### config.mk
export PLATFORM = sky130hd
export DESIGN_NAME = sdri_top
export DESIGN_NICKNAME = d
export VERILOG_FILES = /design/src/verilog/sdri_pkg.sv /design/src/verilog/sdri_top.sv /design/src/verilog/sdri_sync.sv /design/src/verilog/sdri_channel.sv
export SDC_FILE = /design/constraint.sdc
export NUM_CORES = 1
export LEC_CHECK = 0
export ABC_AREA = 1
export BUFFER_PORTS_ARGS = -buffer_cell sky130_fd_sc_hd__buf_2
export CORE_UTILIZATION = 60
export CTS_CLUSTER_SIZE = 20
export DETAILED_ROUTE_END_ITERATION = 6
export GPL_ROUTABILITY_DRIVEN = 1
export PLACE_DENSITY_LB_ADDON = 0.05
export SYNTH_ARGS = -nofsm -noshare
export SYNTH_HDL_FRONTEND = slang
export SYNTH_HIERARCHICAL = 1
export SYNTH_SLANG_ARGS = --single-unit
### constraint.sdc
create_clock -name i_ref_clk -period 3.8 [get_ports i_ref_clk]
set_input_delay 0.19 -clock i_ref_clk [delete_from_list [all_inputs] [get_ports i_ref_clk]]
set_output_delay 0.19 -clock i_ref_clk [all_outputs]
set_load 0.01 [all_outputs]
### src/verilog/sdri_pkg.sv
// Shared constants and types for the serial DAC register interface.
package sdri_pkg;

	// ****************************************
	// Input word layout
	// ****************************************
	localparam int WORD_W = 16;
	localparam int CNT_W = 5;
	localparam logic [CNT_W-1:0] CNT_FULL = 5'h10;
	localparam logic [CNT_W-1:0] CNT_OVER = 5'h11;
	localparam int TARGET_BIT = 15;
	localparam int DEST_LO_BIT = 14;
	localparam int DEST_HI_BIT = 13;
	localparam int ADDR_HI = 12;
	localparam int ADDR_LO = 10;
	localparam int ADDR_W = 3;
	localparam int BIAS_HI = 9;
	localparam int BIAS_LO = 8;
	localparam int BIAS_W = 2;
	localparam int SLEEP_N_BIT = 4;
	localparam int CLR_REQ_BIT = 3;
	localparam int CODING_BIT = 6;
	localparam int PD_N_BIT = 5;
	localparam int GSLEEP_BIT = 4;
	localparam int GCLR_BIT = 3;
	localparam int MAIN_HI = 9;
	localparam int MAIN_LO = 0;
	localparam int MAIN_W = 10;
	localparam int SUB_HI = 9;
	localparam int SUB_LO = 2;
	localparam int SUB_W = 8;

	// ****************************************
	// Reset values and codes
	// ****************************************
	localparam logic RST_PD_N = 1'h1;
	localparam logic RST_GSLEEP = 1'h1;
	localparam logic RST_CODING = 1'h0;
	localparam logic RST_GCLR = 1'h0;
	localparam logic RST_SLEEP_N = 1'h1;
	localparam logic RST_CLR_REQ = 1'h1;
	localparam logic [BIAS_W-1:0] RST_BIAS = 2'h0;
	localparam logic [MAIN_W-1:0] MIN_CODE_OFFSET = 10'h000;
	localparam logic [MAIN_W-1:0] MIN_CODE_TWOS = 10'h200;
	localparam logic [MAIN_W-1:0] CLEAR_CODE_OFFSET = 10'h000;
	localparam logic [MAIN_W-1:0] CLEAR_CODE_TWOS = 10'h000;
	localparam logic [SUB_W-1:0] SUB_CLEAR = 8'h00;

	// ****************************************
	// Pin synchroniser lanes
	// ****************************************
	localparam int PIN_N = 5;
	localparam int PIN_FRAME = 0;
	localparam int PIN_SCLK = 1;
	localparam int PIN_SDI = 2;
	localparam int PIN_UPD = 3;
	localparam int PIN_CLR = 4;
	// Idle levels: frame, update and clear high; shift clock and data low.
	localparam logic [PIN_N-1:0] PIN_IDLE = 5'h19;

	typedef enum logic [1:0] {
		ST_IDLE = 2'h0,
		ST_SHIFT = 2'h1,
		ST_COMMIT = 2'h3
	} sdri_state_t;

endpackage

### src/verilog/sdri_top.sv
// Serial link front end: shifts words in, decodes them and drives all channels.
`timescale 1ns/1ps
// What this block does
// - Three-wire link: frame low, shift clock, data; sole path for register writes.
// - While frame is low, data is shifted in on every falling shift clock.
// - High select from bit 13, low select from bit 14.
// - 00 global control, 01 channel control, high select 1 data write.
// - Global control writes ignore the channel address.
// - Each channel has its own control register; only the addressed one changes.
// - Channel control: address 12..10, bias 9..8, sleep bit 4, clear bit 3.
// - Data writes: bit 15 zero picks coarse buffer, one picks fine buffer.
// - Coarse buffer holds ten bits, fine buffer eight; two low bits ignored.
// - Coarse write: address bits 12..10, code bits 9..0.
// - Fine write: address bits 12..10, code bits 9..2.
// - Top address bit decoded only in the eight-channel build.
// - Falling update input copies every buffer into its output register together; coarse output takes the clear code where the channel clear bit is one.
// - Hardware clear resets coarse and fine buffers and outputs.
// - Global soft clear holds all coarse registers at clear level; fine untouched.
// - Power-down zero turns reference and channels off; contents kept.
// - Coding select: zero two's complement, one offset binary, for all channels.
// - Minimum code is 000 in offset binary, 200 in two's complement.
// - Global sleep one idles all channels, reference stays on.
// - Bias pair: 00 half supply, 01 internal, 10 external, 11 undefined.
// - Channel sleep zero idles that channel, one wakes it.
// - Channel clear affects coarse output only, after an update pulse.
// - Reset: power-down and global sleep one, channel sleep and clear one, bias zero.
module sdri_top #(
	parameter int NUM_CH = 8
) (
	input wire logic i_ref_clk,
	input wire logic i_srst,
	input wire logic i_frame_sync_n,
	input wire logic i_serial_shift_clock,
	input wire logic i_serial_data_in,
	input wire logic i_output_update_n,
	input wire logic i_clear_n,
	output logic [NUM_CH*sdri_pkg::MAIN_W-1:0] o_main_code,
	output logic [NUM_CH*sdri_pkg::SUB_W-1:0] o_sub_code,
	output logic [NUM_CH*sdri_pkg::BIAS_W-1:0] o_bias_select,
	output logic [NUM_CH-1:0] o_chan_active,
	output logic o_ref_on,
	output logic o_coding_select,
	output logic [sdri_pkg::MAIN_W-1:0] o_min_code
);
	import sdri_pkg::*;

	typedef struct packed {
		sdri_state_t st;
		logic sclk_q;
		logic upd_q;
		logic [WORD_W-1:0] shreg;
		logic [CNT_W-1:0] cnt;
		logic [WORD_W-1:0] word;
		logic wr_sys;
		logic wr_ctrl;
		logic wr_main;
		logic wr_sub;
		logic update;
		logic hw_clear;
		logic coding;
		logic pd_n;
		logic gsleep;
		logic gclr;
		logic sys_on;
		logic ref_on;
		logic [MAIN_W-1:0] min_code;
		logic [MAIN_W-1:0] clear_code;
	} sdri_top_state_t;

	sdri_top_state_t s;
	sdri_top_state_t next_s;
	logic [PIN_N-1:0] pins;
	logic frame_low;
	logic sclk_fall;
	logic upd_fall;
	logic sel_hi;
	logic sel_lo;

	// ****************************************
	// Pin synchronisation and edge finding
	// ****************************************
	sdri_sync #(
		.WIDTH(PIN_N),
		.RESET_VAL(PIN_IDLE)
	) u_pins (
		.i_ref_clk(i_ref_clk),
		.i_srst(i_srst),
		.i_async({i_clear_n, i_output_update_n, i_serial_data_in, i_serial_shift_clock, i_frame_sync_n}),
		.o_sync(pins)
	);

	assign frame_low = ~pins[PIN_FRAME];
	assign sclk_fall = s.sclk_q & ~pins[PIN_SCLK];
	assign upd_fall = s.upd_q & ~pins[PIN_UPD];
	assign sel_hi = s.shreg[DEST_HI_BIT];
	assign sel_lo = s.shreg[DEST_LO_BIT];

	// ****************************************
	// Shift, decode and global control
	// ****************************************
	always_comb begin
		next_s = s;
		next_s.wr_sys = 1'h0;
		next_s.wr_ctrl = 1'h0;
		next_s.wr_main = 1'h0;
		next_s.wr_sub = 1'h0;
		next_s.sclk_q = pins[PIN_SCLK];
		next_s.upd_q = pins[PIN_UPD];
		case (s.st)
			ST_IDLE: begin
				if (frame_low) begin
					next_s.st = ST_SHIFT;
					next_s.cnt = '0;
				end
			end
			ST_SHIFT: begin
				if (!frame_low) begin
					// Short or long frames are dropped without touching any register.
					if (s.cnt == CNT_FULL) begin
						next_s.word = s.shreg;
						next_s.wr_sys = !sel_hi && !sel_lo;
						next_s.wr_ctrl = !sel_hi && sel_lo;
						next_s.wr_main = sel_hi && !s.shreg[TARGET_BIT];
						next_s.wr_sub = sel_hi && s.shreg[TARGET_BIT];
						next_s.st = ST_COMMIT;
					end else begin
						next_s.st = ST_IDLE;
					end
				end else if (sclk_fall) begin
					next_s.shreg = {s.shreg[WORD_W-2:0], pins[PIN_SDI]};
					if (s.cnt != CNT_OVER) begin
						next_s.cnt = CNT_W'(s.cnt + 5'h01);
					end
				end
			end
			ST_COMMIT: begin
				if (s.wr_sys) begin
					next_s.coding = s.word[CODING_BIT];
					next_s.pd_n = s.word[PD_N_BIT];
					next_s.gsleep = s.word[GSLEEP_BIT];
					next_s.gclr = s.word[GCLR_BIT];
				end
				next_s.st = ST_IDLE;
			end
			default: begin
				next_s.st = ST_IDLE;
			end
		endcase
		next_s.update = upd_fall;
		next_s.hw_clear = ~pins[PIN_CLR];
		next_s.sys_on = s.pd_n & ~s.gsleep;
		next_s.ref_on = s.pd_n;
		next_s.min_code = s.coding ? MIN_CODE_OFFSET : MIN_CODE_TWOS;
		next_s.clear_code = s.coding ? CLEAR_CODE_OFFSET : CLEAR_CODE_TWOS;
		if (i_srst) begin
			next_s.st = ST_IDLE;
			next_s.sclk_q = PIN_IDLE[PIN_SCLK];
			next_s.upd_q = PIN_IDLE[PIN_UPD];
			next_s.shreg = '0;
			next_s.cnt = '0;
			next_s.word = '0;
			next_s.update = 1'h0;
			next_s.hw_clear = 1'h0;
			next_s.coding = RST_CODING;
			next_s.pd_n = RST_PD_N;
			next_s.gsleep = RST_GSLEEP;
			next_s.gclr = RST_GCLR;
			next_s.sys_on = 1'h0;
			next_s.ref_on = RST_PD_N;
			next_s.min_code = MIN_CODE_TWOS;
			next_s.clear_code = CLEAR_CODE_TWOS;
		end
	end

	always_ff @(posedge i_ref_clk) begin
		s <= next_s;
	end

	assign o_ref_on = s.ref_on;
	assign o_coding_select = s.coding;
	assign o_min_code = s.min_code;

	// ****************************************
	// Channels
	// ****************************************
	for (genvar ch = 0; ch < NUM_CH; ch++) begin : g_ch
		sdri_channel #(
			.NUM_CH(NUM_CH),
			.CH_INDEX(ch)
		) u_ch (
			.i_ref_clk(i_ref_clk),
			.i_srst(i_srst),
			.i_word(s.word),
			.i_wr_ctrl(s.wr_ctrl),
			.i_wr_main(s.wr_main),
			.i_wr_sub(s.wr_sub),
			.i_update(s.update),
			.i_sys_clear(s.gclr),
			.i_hw_clear(s.hw_clear),
			.i_sys_on(s.sys_on),
			.i_clear_code(s.clear_code),
			.o_main_code(o_main_code[ch*MAIN_W +: MAIN_W]),
			.o_sub_code(o_sub_code[ch*SUB_W +: SUB_W]),
			.o_bias_select(o_bias_select[ch*BIAS_W +: BIAS_W]),
			.o_active(o_chan_active[ch])
		);
	end
endmodule

### src/verilog/sdri_sync.sv
// Two-stage synchroniser for pins entering the reference clock domain.
`timescale 1ns/1ps
module sdri_sync #(
	parameter int WIDTH = 1,
	parameter logic [WIDTH-1:0] RESET_VAL = '0
) (
	input wire logic i_ref_clk,
	input wire logic i_srst,
	input wire logic [WIDTH-1:0] i_async,
	output logic [WIDTH-1:0] o_sync
);
	typedef struct packed {
		logic [WIDTH-1:0] meta;
		logic [WIDTH-1:0] stable;
	} sdri_sync_state_t;

	sdri_sync_state_t s;
	sdri_sync_state_t next_s;

	always_comb begin
		next_s.meta = i_async;
		next_s.stable = s.meta;
		if (i_srst) begin
			next_s.meta = RESET_VAL;
			next_s.stable = RESET_VAL;
		end
	end

	always_ff @(posedge i_ref_clk) begin
		s <= next_s;
	end

	assign o_sync = s.stable;
endmodule

### src/verilog/sdri_channel.sv
// Per-channel control register, double-buffered data and output registers.
`timescale 1ns/1ps
module sdri_channel #(
	parameter int NUM_CH = 8,
	parameter int CH_INDEX = 0
) (
	input wire logic i_ref_clk,
	input wire logic i_srst,
	input wire logic [sdri_pkg::WORD_W-1:0] i_word,
	input wire logic i_wr_ctrl,
	input wire logic i_wr_main,
	input wire logic i_wr_sub,
	input wire logic i_update,
	input wire logic i_sys_clear,
	input wire logic i_hw_clear,
	input wire logic i_sys_on,
	input wire logic [sdri_pkg::MAIN_W-1:0] i_clear_code,
	output logic [sdri_pkg::MAIN_W-1:0] o_main_code,
	output logic [sdri_pkg::SUB_W-1:0] o_sub_code,
	output logic [sdri_pkg::BIAS_W-1:0] o_bias_select,
	output logic o_active
);
	import sdri_pkg::*;

	localparam logic [ADDR_W-1:0] MY_ADDR = ADDR_W'(CH_INDEX);

	typedef struct packed {
		logic [BIAS_W-1:0] bias;
		logic sleep_n;
		logic clr_req;
		logic [MAIN_W-1:0] buf_main;
		logic [SUB_W-1:0] buf_sub;
		logic [MAIN_W-1:0] out_main;
		logic [SUB_W-1:0] out_sub;
		logic active;
	} sdri_chan_state_t;

	sdri_chan_state_t s;
	sdri_chan_state_t next_s;
	logic [ADDR_W-1:0] addr;
	logic hit;

	assign addr = i_word[ADDR_HI:ADDR_LO];
	// The top address bit only counts when eight channels are built.
	assign hit = (addr[1:0] == MY_ADDR[1:0]) && (NUM_CH <= 4 || addr[2] == MY_ADDR[2]);

	always_comb begin
		next_s = s;
		if (i_wr_ctrl && hit) begin
			next_s.bias = i_word[BIAS_HI:BIAS_LO];
			next_s.sleep_n = i_word[SLEEP_N_BIT];
			next_s.clr_req = i_word[CLR_REQ_BIT];
		end
		if (i_wr_main && hit) begin
			next_s.buf_main = i_word[MAIN_HI:MAIN_LO];
		end
		if (i_wr_sub && hit) begin
			next_s.buf_sub = i_word[SUB_HI:SUB_LO];
		end
		if (i_update) begin
			next_s.out_main = s.clr_req ? i_clear_code : s.buf_main;
			next_s.out_sub = s.buf_sub;
		end
		if (i_sys_clear) begin
			next_s.buf_main = i_clear_code;
			next_s.out_main = i_clear_code;
		end
		if (i_hw_clear) begin
			next_s.buf_main = i_clear_code;
			next_s.out_main = i_clear_code;
			next_s.buf_sub = SUB_CLEAR;
			next_s.out_sub = SUB_CLEAR;
		end
		next_s.active = i_sys_on & s.sleep_n;
		if (i_srst) begin
			next_s.bias = RST_BIAS;
			next_s.sleep_n = RST_SLEEP_N;
			next_s.clr_req = RST_CLR_REQ;
			next_s.buf_main = CLEAR_CODE_TWOS;
			next_s.buf_sub = SUB_CLEAR;
			next_s.out_main = CLEAR_CODE_TWOS;
			next_s.out_sub = SUB_CLEAR;
			next_s.active = 1'h0;
		end
	end

	always_ff @(posedge i_ref_clk) begin
		s <= next_s;
	end

	assign o_main_code = s.out_main;
	assign o_sub_code = s.out_sub;
	assign o_bias_select = s.bias;
	assign o_active = s.active;
endmodule

Word-level counts from Yosys, hierarchy flattened
Index checks and enable logic that the tools add are counted.

cells by class
  add/sub/neg operators = 1
  multiply operators = 0
  div/mod/pow operators = 0
  $lt $le $gt $ge = 0
  eq/ne operators = 12
  shift operators = 0
  multiplexer cells = 66
  bitwise logic cells = 17
  reductions and logical operators = 57

operator list
  operator                                              count
  2-to-1 mux 10 bit                                     33
  2-to-1 mux 36 bit                                     8
  2-to-1 mux 18 bit                                     8
  2-to-1 mux 8 bit                                      8
  logical AND 1 bit                                     36
  nonzero test 3 bit                                    9
  2-to-1 mux 5 bit                                      4
  AND 1 bit                                             11
  case mux 5 bit (2 select lines)                       1
  != test 2 bit (second input constant)                 4
  equality test 2 bit (second input constant)           3
  2-to-1 mux 2 bit                                      3
  inverter 1 bit                                        6
  AND reduction 3 bit                                   2
  adder 5 x 1 -> 5 bit (second input constant)          1
  equality test 5 bit (second input constant)           1
  != test 5 bit (second input constant)                 1
  AND reduction 5 bit                                   1
  equality test 2 x 1 -> 1 bit (second input constant)  2
  zero test 2 bit                                       2
  case mux 2 bit (2 select lines)                       1
  AND reduction 2 bit                                   2
  zero test 1 bit                                       3
  != test 2 x 1 -> 1 bit (second input constant)        1
  other kinds (2)                                       2

word-level totals
  register bits after elaboration = 408
  latch bits = 0
  memory bits (writable) = 0
  bits in read-only memories = 0
  input port bits = 7
  output and inout port bits = 180
  word-level logic and storage cells = 239
  memories = 0

Longest topological paths before layout
Gate-level depths: netlist of run 1.

  word-level depth = 6
  gate-level depth with buffers = 10
  mapped depth without buffers = 10

Hierarchy
The synthesis of run 1 kept the hierarchy.

modules (own cells, without submodules)
  module                           instances  cells an instance  area each (um^2)  seq. area each (um^2)
  sdri_channel (g_ch[5].u_ch ...)  2          312                2098.3            820.8
  sdri_channel (g_ch[1].u_ch ...)  2          306                2057.0            820.8
  sdri_top                         1          289                2219.6            1081.0
  sdri_channel (g_ch[3].u_ch)      1          297                2119.5            820.8
  sdri_channel (g_ch[4].u_ch)      1          309                2097.0            820.8
  sdri_channel (g_ch[0].u_ch)      1          307                2088.3            820.8
  sdri_channel (g_ch[7].u_ch)      1          297                1991.9            820.8
  sdri_sync                        1          36                 319.1             200.2

Least setup slack after synthesis of run 1
No wires, ideal clock.

  path kind = flip-flop to flip-flop
  start point = register, netlist name s[26]
  end point = register g_ch[0].u_ch/s[29] in the netlist's numbering
  library setup time = 0.131 ns
  arrival = 2.017 ns
  required time = 3.669 ns
  setup slack = 1.653 ns
  cell stages (with the launch flop) = 7
  cell sequence = dfxtp_1 -> buf_4 -> inv_1 -> nand2_1 -> nand2_1 -> nand2_1 -> a21oi_2

RTL lines
  what                  line                text
  end signal, assigned  sdri_channel.sv:88  s <= next_s;
  end, declared         sdri_channel.sv:38  sdri_chan_state_t s;

==> results by group, run 1 <==
Global routing
  – Remaining Overflow, GRT: 0
  – Antenna violations before repair: 0
  – Gr usage total: 0.279
  – Vias in the first global route: between 15000 and 20000
  – Global-route wire length before repair: 75100 µm
  – Largest net degree at the start of global routing: 83

Synth
  – Post-synthesis cell area: 19000 µm²
  – Synthesis Warnings: 6
  – Post-Synthesis Cells: about 2800
  – Mean post-synth cell area: 6.91 µm²

Die
  – # IOs: 187
  – Die Ht: approximately 180 µm
  – Starting Density: 0.616
  – Cell Rows: 64
  – Core Region: 30900 µm²
  – Chip Width: 180 µm
  – Die ar.: 32400 µm²

Timing
  – Min Clock Period, post-route: 2.33 ns
  – RSZ-0062 raised after global routing: false
  – Tcrit/Tclk final: 0.613
  – Setup violations, final: 0
  – Hold Violations, Final: 0
  – Clock skew: about 0.016 ns
  – TNS Setup: 0 ns
  – Final Max Tran Viols: 0
  – Slew HR: 0.213
  – Least-Margin Pin Slew: 1.18 ns
  – Fmax: 429 MHz
  – Post-route setup slack: 1.47 ns

Clock tree
  – CTS Buffer Depth: 3
  – Post-CTS setup buffer count: 0
  – Clk root buf: clkbuf_16
  – Hold buffer count at CTS: 5
  – Worst-skew pair later-pin latency: 0.54 ns
  – CTS buffer count: 41
  – Sink Count: a little under 400
  – CTS tree: done
  – Cts repair resizes: 0
  – H-tree depth: 2
  – Worst-path clk slew: 0.06 ns

Cells and area
  – Design area: 20900 µm²
  – Synth-to-layout area growth: 9.67%
  – Commonest non-fill, non-tap cell in the layout: nand2_1
  – Nets@finish: roughly 3000
  – Final cell count without fillers: 3424
  – Share of cells above drive strength 1: 0.112
  – Antenna Cells: 0
  – Commonest cells after routing, fill and taps aside: 1001 x nand2_1, 386 x dfxtp_1, 281 x conb_1

Placed design
  – Gp weighted congestion: 0.841
  – Port Buffers: 177
  – Post-DP Area: 19600 µm²
  – Dpl cells: 3349
  – Post-DP HPWL: about 30000 µm
  – Minimum setup slack after placement: ~1.6 ns

Drt
  – Post-Route WL: between 40000 and 50000 µm
  – Drt pass-1 iters: 5
  – WL per Instance: 13.3 µm
  – Antenna-violating nets left: 0
  – DRC viols: 0
  – Iter 0 DRT Violations: 1024
  – Vias per cell: 4.93
  – Via Count: 16900

Power and ir drop
  – Leak: 9.77 nW
  – Worst vdd ir: roughly 0.00029 V
  – Pwr Density: 403 nW/µm²
  – Total power: ~8.4 mW

Critical path
  – CP cell instances: nand4_1, nand2_1, nand2_1, a21oi_1
  – Worst EP required: between 4 and 5 ns
  – Setup crit end kind: flip-flop
  – Slowest cell delay on critical path: 0.97 ns
  – Crit Path Max Fanout: 18
  – Crit path top cell by count: nand2_1
  – Setup CP Type: reg -> reg
  – Critical Path AT: approximately 2.8 ns
  – Startpoint Class: flip-flop
  – Highest-delay cell along the critical path: dfxtp_1

Outcome
  – Status: complete, no violations

Run
  – Total of max-cap violations: 0

Worst hold path
  – Min-Delay Path Class: in -> reg
## final timing paths
| path | startpoint | end | slack (ns) | cells past startpoint |
|---|---|---|---|---|
| min reg2reg | u_pins/o_sync[4] | s[26] | 0.38 | 1 |
| max | s[43] | g_ch[2].u_ch/s[29] | 1.47 | 4 |
| min | i_srst | g_ch[7].u_ch/s[29] | 0.12 | 2 |
| max reg2reg | s[43] | g_ch[2].u_ch/s[29] | 1.47 | 4 |
## critical path, delay by kind of cell (launching register included)
| family | cells | cell delay (ns) |
|---|---|---|
| DFF | 1 | 0.97 |
| and+or+nand+nor | 3 | 1.14 |
| AOI/OAI and AO/OA | 1 | 0.13 |
## routing by layer
metal / wire [µm] / part of all wire / up-vias / global-route usage
met5: 0 / 0 / - / 0
met4: 1220 / 0.027 / 0 / 0.0868
met3: 2240 / 0.049 / 80 / 0.0362
met2: 21300 / 0.47 / 412 / 0.482
met1: 20800 / 0.46 / 7632 / 0.361
li1: - / - / 8773 / -
## layout make-up
cell class / count / area, µm²
Sequential cell: 389 / 7800
Clock inverter: 8 / 68.8
Tap cell: 396 / 495
Clock buffer: 62 / 1190
Inverter: 208 / 781
Fill cell: 2817 / 10000
Timing Repair Buffer: 198 / 1060
Multi-Input combinational cell: 2163 / 9480
## sequential cells by signal (all words and copies together) (netlist names)
signal                   count
g_ch.u_ch/o_active           8
g_ch.u_ch/o_sub_code        64
u_pins/s                     5
g_ch.u_ch/s                160
o_ref_on                     1
o_min_code                   1
g_ch.u_ch/o_main_code       80
s                           48
u_pins/o_sync                5
o_coding_select              1
g_ch.u_ch/o_bias_select     16
## stage by stage
stage / hold slack (ns) / utilization
2_1_floorplan: 0.259 / -
3_3_place_gp: 0.361 / 0.633
3_5_place_dp: 0.375 / 0.633
4_1_cts: 0.122 / 0.675
5_1_grt: 0.145 / 0.675
6_report: 0.119 / 0.675
## power by group
| part | switching [mW] | internal (mW) |
|---|---|---|
| clock | 1.59 | 2.22 |
| sequential | 0.0463 | 4.14 |
| combinational | 0.304 | 0.133 |
| total | 1.94 | 6.48 |
No activity file was read; power rests on OpenSTA's default activity.
==> run 2: changes to the inputs <==
--- a/config.mk
+++ b/config.mk
@@ -7,7 +7,7 @@
 export LEC_CHECK = 0
 export ABC_AREA = 1
 export BUFFER_PORTS_ARGS = -buffer_cell sky130_fd_sc_hd__buf_2
-export CORE_UTILIZATION = 60
+export CORE_UTILIZATION = 54
 export CTS_CLUSTER_SIZE = 20
 export DETAILED_ROUTE_END_ITERATION = 6
 export GPL_ROUTABILITY_DRIVEN = 1
==> constraint.sdc (replaced) <==
create_clock -name i_ref_clk -period 2 [get_ports i_ref_clk]
set_input_delay 0.1 -clock i_ref_clk [delete_from_list [all_inputs] [get_ports i_ref_clk]]
set_output_delay 0.1 -clock i_ref_clk [all_outputs]
set_load 0.01 [all_outputs]
==> run 2 against run 1 <==
Clock power increased by 110%. Critical path type unchanged. Critical path depth increased by 2. Sequential power increased by 90%. Die area increased by 11%. Critical endpoint is now g_ch[1].u_ch/s[28]. Largest cell class unchanged. Count of clock-buffer cells in the layout decreased by 1. Sequential cell count unchanged. Clock skew increased by 0.0068 ns.
==> results by group, run 2 (synthesis results as in run 1) <==
Outcome
  – Status: complete, no violations

Cells and area
  – Final cell count without fillers: 3532 (+3.2%)
  – Commonest cells after routing, fill and taps aside: 999 x nand2_1, 386 x dfxtp_1, 281 x conb_1
  – Share of cells above drive strength 1: 0.127 (+0.0158)
  – Design area: 21500 µm² (+3.1%)
  – Synth-to-layout area growth: 13.1%
  – Final Util: 0.622 (-0.0538)
  – Commonest non-fill, non-tap cell in the layout: nand2_1
  – Nets@finish: 3058 (+1.6%)
  – Max reg flops: 160 (unchanged)
  – Antenna Cells: 0 (unchanged)
  – Fillers: 3297 (+17%)
  – Largest reg by FF count: g_ch.u_ch/s

Critical path
  – Critical Path AT: 2.22 ns (-0.57 ns)
  – CP startpoint: s[44]
  – CP cell instances: buf_4, inv_1, nand4_1, nand2_2, nand2_1, a21oi_1
  – Startpoint Class: flip-flop
  – Crit Path Max Fanout: 12 (-6)
  – Worst EP required: 2.48 ns (-1.78 ns)
  – Crit path max-delay family: simple AND/OR/NAND/NOR gates
  – Slowest cell delay on critical path: 0.46 ns (-0.51 ns)
  – R2r endpoint: g_ch[1].u_ch/s[28]
  – CP Buf/Inv Count: 2 (+2)
  – R2R cell count: 6 (+2)
  – Reg2Reg Setup Slack: 0.26 ns (-1.21 ns)
  – Reg-to-Reg Start: s[44]
  – Setup CP Type: reg -> reg
  – Setup crit end kind: flip-flop
  – Critical path depth: 6 (+2)
  – Highest-delay cell along the critical path: nand4_1
  – End of the critical path: g_ch[1].u_ch/s[28]

Power and ir drop
  – Seq pwr share: 0.478 (-0.018)
  – Leak: 10.1 nW (+3.2%)
  – Worst vdd ir: 0.000736 V (+150%)
  – Internal Pwr Total: 12.8 mW (+97%)
  – Total power: 16.6 mW (+97%)
  – Clock network fraction of design power: 0.469 (+0.017)
  – P_sw: 3.79 mW (+96%)
  – Switch share: 0.229 (-0.00147)
  – Combinational power share: 0.053 (about the same)
  – Pwr Density: 771 nW/µm² (+91%)

Timing
  – Final Max Tran Viols: 0 (unchanged)
  – Min Clock Period, post-route: 1.74 ns (-0.589 ns)
  – Tcrit/Tclk final: 0.870 (+0.257)
  – Clock skew: 0.0233 ns (+0.00681 ns)
  – Least-Margin Pin Slew: 0.724 ns (-0.456 ns)
  – RSZ-0062 raised after global routing: false
  – Fin Hold WS: 0.270 ns (+0.151 ns)
  – Post-route setup slack: 0.260 ns (-1.21 ns)
  – Hold Violations, Final: 0 (unchanged)
  – Slew HR: 0.517 (+0.304)
  – Setup violations, final: 0 (unchanged)
  – Fmax: 575 MHz (+34%)
  – TNS Setup: 0 ns (unchanged)

Drt
  – WL per Instance: 13.1 µm (-1.7%)
  – Drt pass-1 iters: 5 (unchanged)
  – DRC viols: 0 (unchanged)
  – Iter 0 DRT Violations: 1008 (-1.6%)
  – Vias per cell: 4.77 (-3.4%)
  – Antenna-violating nets left: 0 (unchanged)
  – Via Count: 16800 (-0.33%)
  – Post-Route WL: 46200 µm (+1.4%)

Global routing
  – Remaining Overflow, GRT: 0 (unchanged)
  – Antenna violations before repair: 0 (unchanged)
  – Largest net degree at the start of global routing: 49 (-41%)
  – Vias in the first global route: 15200 (-1.1%)
  – Global-route wire length before repair: 75700 µm (+0.79%)
  – Gr usage total: 0.258 (-0.0209)

Clock tree
  – CTS tree: done
  – Clk root buf: clkbuf_16
  – Post-CTS setup buffer count: 0 (unchanged)
  – Sink Count: 389 (unchanged)
  – H-tree depth: 2 (unchanged)
  – Worst-path clk slew: 0.06 ns (about the same)
  – CTS Buffer Depth: 3 (unchanged)
  – CTS buffer count: 42 (+2.4%)
  – Worst-skew pair later-pin latency: 0.55 ns (about the same)

Die
  – Core Region: 34600 µm² (+12%)
  – Starting Density: 0.550 (-0.0661)
  – Cell Rows: 68 (+6.3%)
  – Die Ht: 190 µm (+5.3%)
  – # IOs: 187 (unchanged)
  – Chip Width: 190 µm (+5.3%)
  – Die ar.: 36000 µm² (+11%)

Placed design
  – Post-DP Area: 20100 µm² (+2.5%)
  – Dpl cells: 3451 (+3.0%)
  – Post-DP HPWL: 32500 µm (+7.9%)
  – Minimum setup slack after placement: 0.170 ns (-1.39 ns)
  – Gp weighted congestion: 0.830 (-1.4%)
  – Port Buffers: 177 (unchanged)

Run
  – Total of max-cap violations: 0 (unchanged)

Worst hold path
  – Worst Hold Path Cells: 4 (+2)
  – Min-Delay Path Class: in -> reg
==> run 2: cell types whose count changed in the layout (fill, tap and decap cells not counted), sizes merged <==
cell         change
clkinvlp         +2
clkbuf           -1
bufinv           +2
buf             +43
dlygate4sd3      +3
==> run 2: cell type report <==
cell class | instances | area (µm²) | share of cell area
multi-input combinational | 2163 | 9490 | 0.441
sequential | 389 | 7800 | 0.362
timing repair buffer | 244 | 1500 | 0.0698
clock buffer | 61 | 1230 | 0.0573
inverter | 208 | 781 | 0.0363
tap | 455 | 569 | 0.0264
clock inverter | 12 | 151 | 0.00703
==> run 2: timing repair <==
action / 4_1_cts / 5_1_grt
gates resized for setup: 0 / 2
setup endpoints to repair: 0 / 4
endpoints found under the hold margin: 22 / 0
hold buffers: 8 / 0
==> run 2: power groups by stage <==
| stage | clock [mW] | sequential (mW) | combinational [mW] |
|---|---|---|---|
| floorplan | 0 | 8.08 | 0.768 |
| global placement | 0 | 8.10 | 0.846 |
| detailed placement | 0 | 8.10 | 0.855 |
| CTS | 7.97 | 7.93 | 0.871 |
| global route | 8.27 | 7.94 | 1.01 |
| finish | 7.79 | 7.93 | 0.879 |
==> run 2: how the worst min path moves through the flow <==
stage,startpoint,end,slack [ns]
2_1_floorplan,i_srst,g_ch[0].u_ch/o_main_code[9],0.17
3_3_place_gp,i_output_update_n,u_pins/s[8],0.28
3_5_place_dp,i_output_update_n,u_pins/s[8],0.28
4_1_cts,i_frame_sync_n,u_pins/s[5],0.24
5_1_grt,i_output_update_n,u_pins/s[8],0.27
6_report,i_frame_sync_n,u_pins/s[5],0.27
==> run 2: layer usage <==
layer  vias up  routed length [µm]  share of wire  global-route usage
li1       8870                   -              -                   -
met1      7492               21400           0.46               0.345
met2       402               21000           0.45               0.425
met3        78                2510          0.054              0.0376
met4         0                1320          0.029              0.0850
met5         -                   0              0                   0
==> run 2: worst register-to-register path, stage by stage, from the launching register on <==
cell	delay, ns
dfxtp_1	0.32
buf_4	0.19
inv_1	0.11
nand4_1	0.46
nand2_2	0.37
nand2_1	0.08
a21oi_1	0.14
==> run 3: changes to the inputs <==
--- a/config.mk
+++ b/config.mk
@@ -7,7 +7,7 @@
 export LEC_CHECK = 0
 export ABC_AREA = 1
 export BUFFER_PORTS_ARGS = -buffer_cell sky130_fd_sc_hd__buf_2
-export CORE_UTILIZATION = 54
+export CORE_UTILIZATION = 60
 export CTS_CLUSTER_SIZE = 20
 export DETAILED_ROUTE_END_ITERATION = 6
 export GPL_ROUTABILITY_DRIVEN = 1
==> constraint.sdc (replaced) <==
create_clock -name i_ref_clk -period 1.71 [get_ports i_ref_clk]
set_input_delay 0.0855 -clock i_ref_clk [delete_from_list [all_inputs] [get_ports i_ref_clk]]
set_output_delay 0.0855 -clock i_ref_clk [all_outputs]
set_load 0.01 [all_outputs]
==> run 3 against run 2 <==
Sequential share of layout area shrank 0.18 points. Sequential cell count is the same. Combinational power grew 19%. Largest power group unchanged. Sequential power grew 17%. Wire length grew 2.7%. Worst hold slack lost 0.0081 ns. Via count grew 2.2%. Count of clock-buffer cells in the layout shrank 5. Core utilization grew 7.8 points. Non-clock buffer count grew 18.
==> results by group, run 3 (synthesis results as in run 1) <==
Critical path
  – Highest-delay cell along the critical path: nand2_1
  – Reg-to-Reg Start: s[42]
  – Startpoint Class: flip-flop
  – Setup CP Type: reg -> reg
  – CP startpoint: s[42]
  – Reg2Reg Setup Slack: 0.12 ns (-0.14 ns)
  – Critical Path AT: 2.01 ns (-0.21 ns)
  – Setup crit end kind: flip-flop
  – Worst EP required: 2.13 ns (-0.35 ns)
  – R2R cell count: 7 (+1)
  – R2r endpoint: g_ch[6].u_ch/s[28]
  – Slowest cell delay on critical path: 0.35 ns (-0.11 ns)
  – CP cell instances: buf_12, inv_1, nand4_4, nand2_1, inv_1, nor2_1, nor2_1
  – Crit Path Max Fanout: 18 (+6)

Clock tree
  – CTS Buffer Depth: 3 (unchanged)
  – H-tree depth: 2 (unchanged)
  – Post-CTS setup buffer count: 0 (unchanged)
  – Worst-path clk slew: 0.06 ns (about the same)
  – CTS buffer count: 42 (unchanged)
  – Sink Count: 389 (unchanged)
  – CTS tree: done
  – Worst-skew pair later-pin latency: 0.54 ns (about the same)
  – Clk root buf: clkbuf_16

Cells and area
  – Commonest cells after routing, fill and taps aside: 1001 x nand2_1, 386 x dfxtp_1, 281 x conb_1
  – Commonest non-fill, non-tap cell in the layout: nand2_1
  – Max reg flops: 160 (unchanged)
  – Share of cells above drive strength 1: 0.133 (+0.00531)
  – Largest reg by FF count: g_ch.u_ch/s
  – Synth-to-layout area growth: 13.6%
  – Antenna Cells: 0 (unchanged)
  – Design area: 21600 µm² (+0.49%)
  – Nets@finish: 3076 (+0.59%)

Placed design
  – Gp weighted congestion: 0.863 (+4.0%)
  – Post-DP Area: 20200 µm² (+0.53%)
  – Post-DP HPWL: 32800 µm (+0.84%)
  – Port Buffers: 177 (unchanged)

Timing
  – Final Max Tran Viols: 0 (unchanged)
  – Setup violations, final: 0 (unchanged)
  – RSZ-0062 raised after global routing: false
  – Clock skew: 0.0173 ns (-0.00599 ns)
  – TNS Setup: 0 ns (unchanged)
  – Hold Violations, Final: 0 (unchanged)
  – Min Clock Period, post-route: 1.59 ns (-0.151 ns)
  – Tcrit/Tclk final: 0.929 (+0.0593)
  – Fmax: 629 MHz (+9.5%)

Worst hold path
  – Min-Delay Path Class: in -> reg
  – Worst Hold Path Cells: 4 (unchanged)
  – Worst Hold Endpoint: u_pins/s[5]
  – HP Start: i_frame_sync_n

Die
  – Cell Rows: 64 (-5.9%)
  – Die Ht: 180 µm (-5.1%)
  – Starting Density: 0.616 (+0.0661)
  – # IOs: 187 (unchanged)
  – Chip Width: 180 µm (-5.1%)
  – Core Region: 30900 µm² (-11%)
  – Die ar.: 32400 µm² (-9.9%)

Drt
  – Vias per cell: 4.93 (+3.4%)
  – Iter 0 DRT Violations: 1015 (+0.69%)
  – Via Count: 17200 (+2.2%)
  – Drt pass-1 iters: 5 (unchanged)
  – DRC viols: 0 (unchanged)
  – Post-Route WL: 47500 µm (+2.7%)
  – WL per Instance: 13.6 µm (+3.9%)
  – Antenna-violating nets left: 0 (unchanged)

Global routing
  – Remaining Overflow, GRT: 0 (unchanged)
  – Global-route wire length before repair: 78400 µm (+3.6%)
  – Largest net degree at the start of global routing: 51 (+4.1%)
  – Vias in the first global route: 15900 (+4.2%)
  – Gr usage total: 0.290 (+0.0328)
  – Antenna violations before repair: 0 (unchanged)

Power and ir drop
  – Worst vdd ir: 0.000648 V (-12%)
  – Pwr Density: 900 nW/µm² (+17%)
  – Leak: 10.2 nW (+0.98%)

Outcome
  – Status: complete, no violations

Run
  – Total of max-cap violations: 0 (unchanged)
run 3: worst max path at each step:
stage | depth (start not counted) | to | slack (ns)
6_report | 7 | g_ch[6].u_ch/s[28] | 0.12
5_1_grt | 6 | s[43] | 0.003
4_1_cts | 6 | g_ch[0].u_ch/o_main_code[5] | 0.13
3_5_place_dp | 6 | g_ch[0].u_ch/o_main_code[5] | 0.16
3_3_place_gp | 6 | g_ch[3].u_ch/s[19] | 0.19
2_1_floorplan | 6 | g_ch[6].u_ch/s[27] | 0.05
run 3: cell type report:
type                       count  area [µm²]
tap                          396         495
multi-input combinational   2163        9490
clock buffer                  56        1140
sequential                   389        7800
inverter                     208         781
clock inverter                19         244
fill                        2713        9280
timing repair buffer         262        1680
run 3: through the flow:
step,instances,hold slack (ns),power [mW],util,setup slack [ns]
CTS,3493,0.245,19.6,0.699,0.134
finish,3493,0.262,19.5,0.700,0.121
global placement,3411,0.263,10.5,0.652,0.191
global route,3493,0.284,20.1,0.700,0.00271
floorplan,3035,0.155,10.4,-,0.0539
detailed placement,3411,0.265,10.5,0.652,0.156
run 3: what timing repair did:
action,in CTS,in global routing
endpoints found under the hold margin,30,0
resized for setup,0,3
setup endpoints to repair,0,7
hold buffers,7,0
run 3: worst max-delay path: cells and delay by family, from the launching register on:
family | cells | cell delay, ns
AND/OR/NAND/NOR | 4 | 0.73
buffers and inverters | 3 | 0.40
flip-flops | 1 | 0.32
run 3: report_power, final:
part / leakage [nW] / total, mW / switching, mW / internal [mW]
Sequential: 3.15 / 9.27 / 0.0831 / 9.19
Clock: 0.680 / 9.15 / 3.67 / 5.48
Combinational: 6.36 / 1.05 / 0.718 / 0.332
run 3: layer usage:
metal	vias up	part of all wire	track usage
li1	8896	-	-
met5	-	0	0
met4	0	0.020	0.0779
met3	75	0.046	0.0323
met2	463	0.47	0.508
met1	7784	0.46	0.379
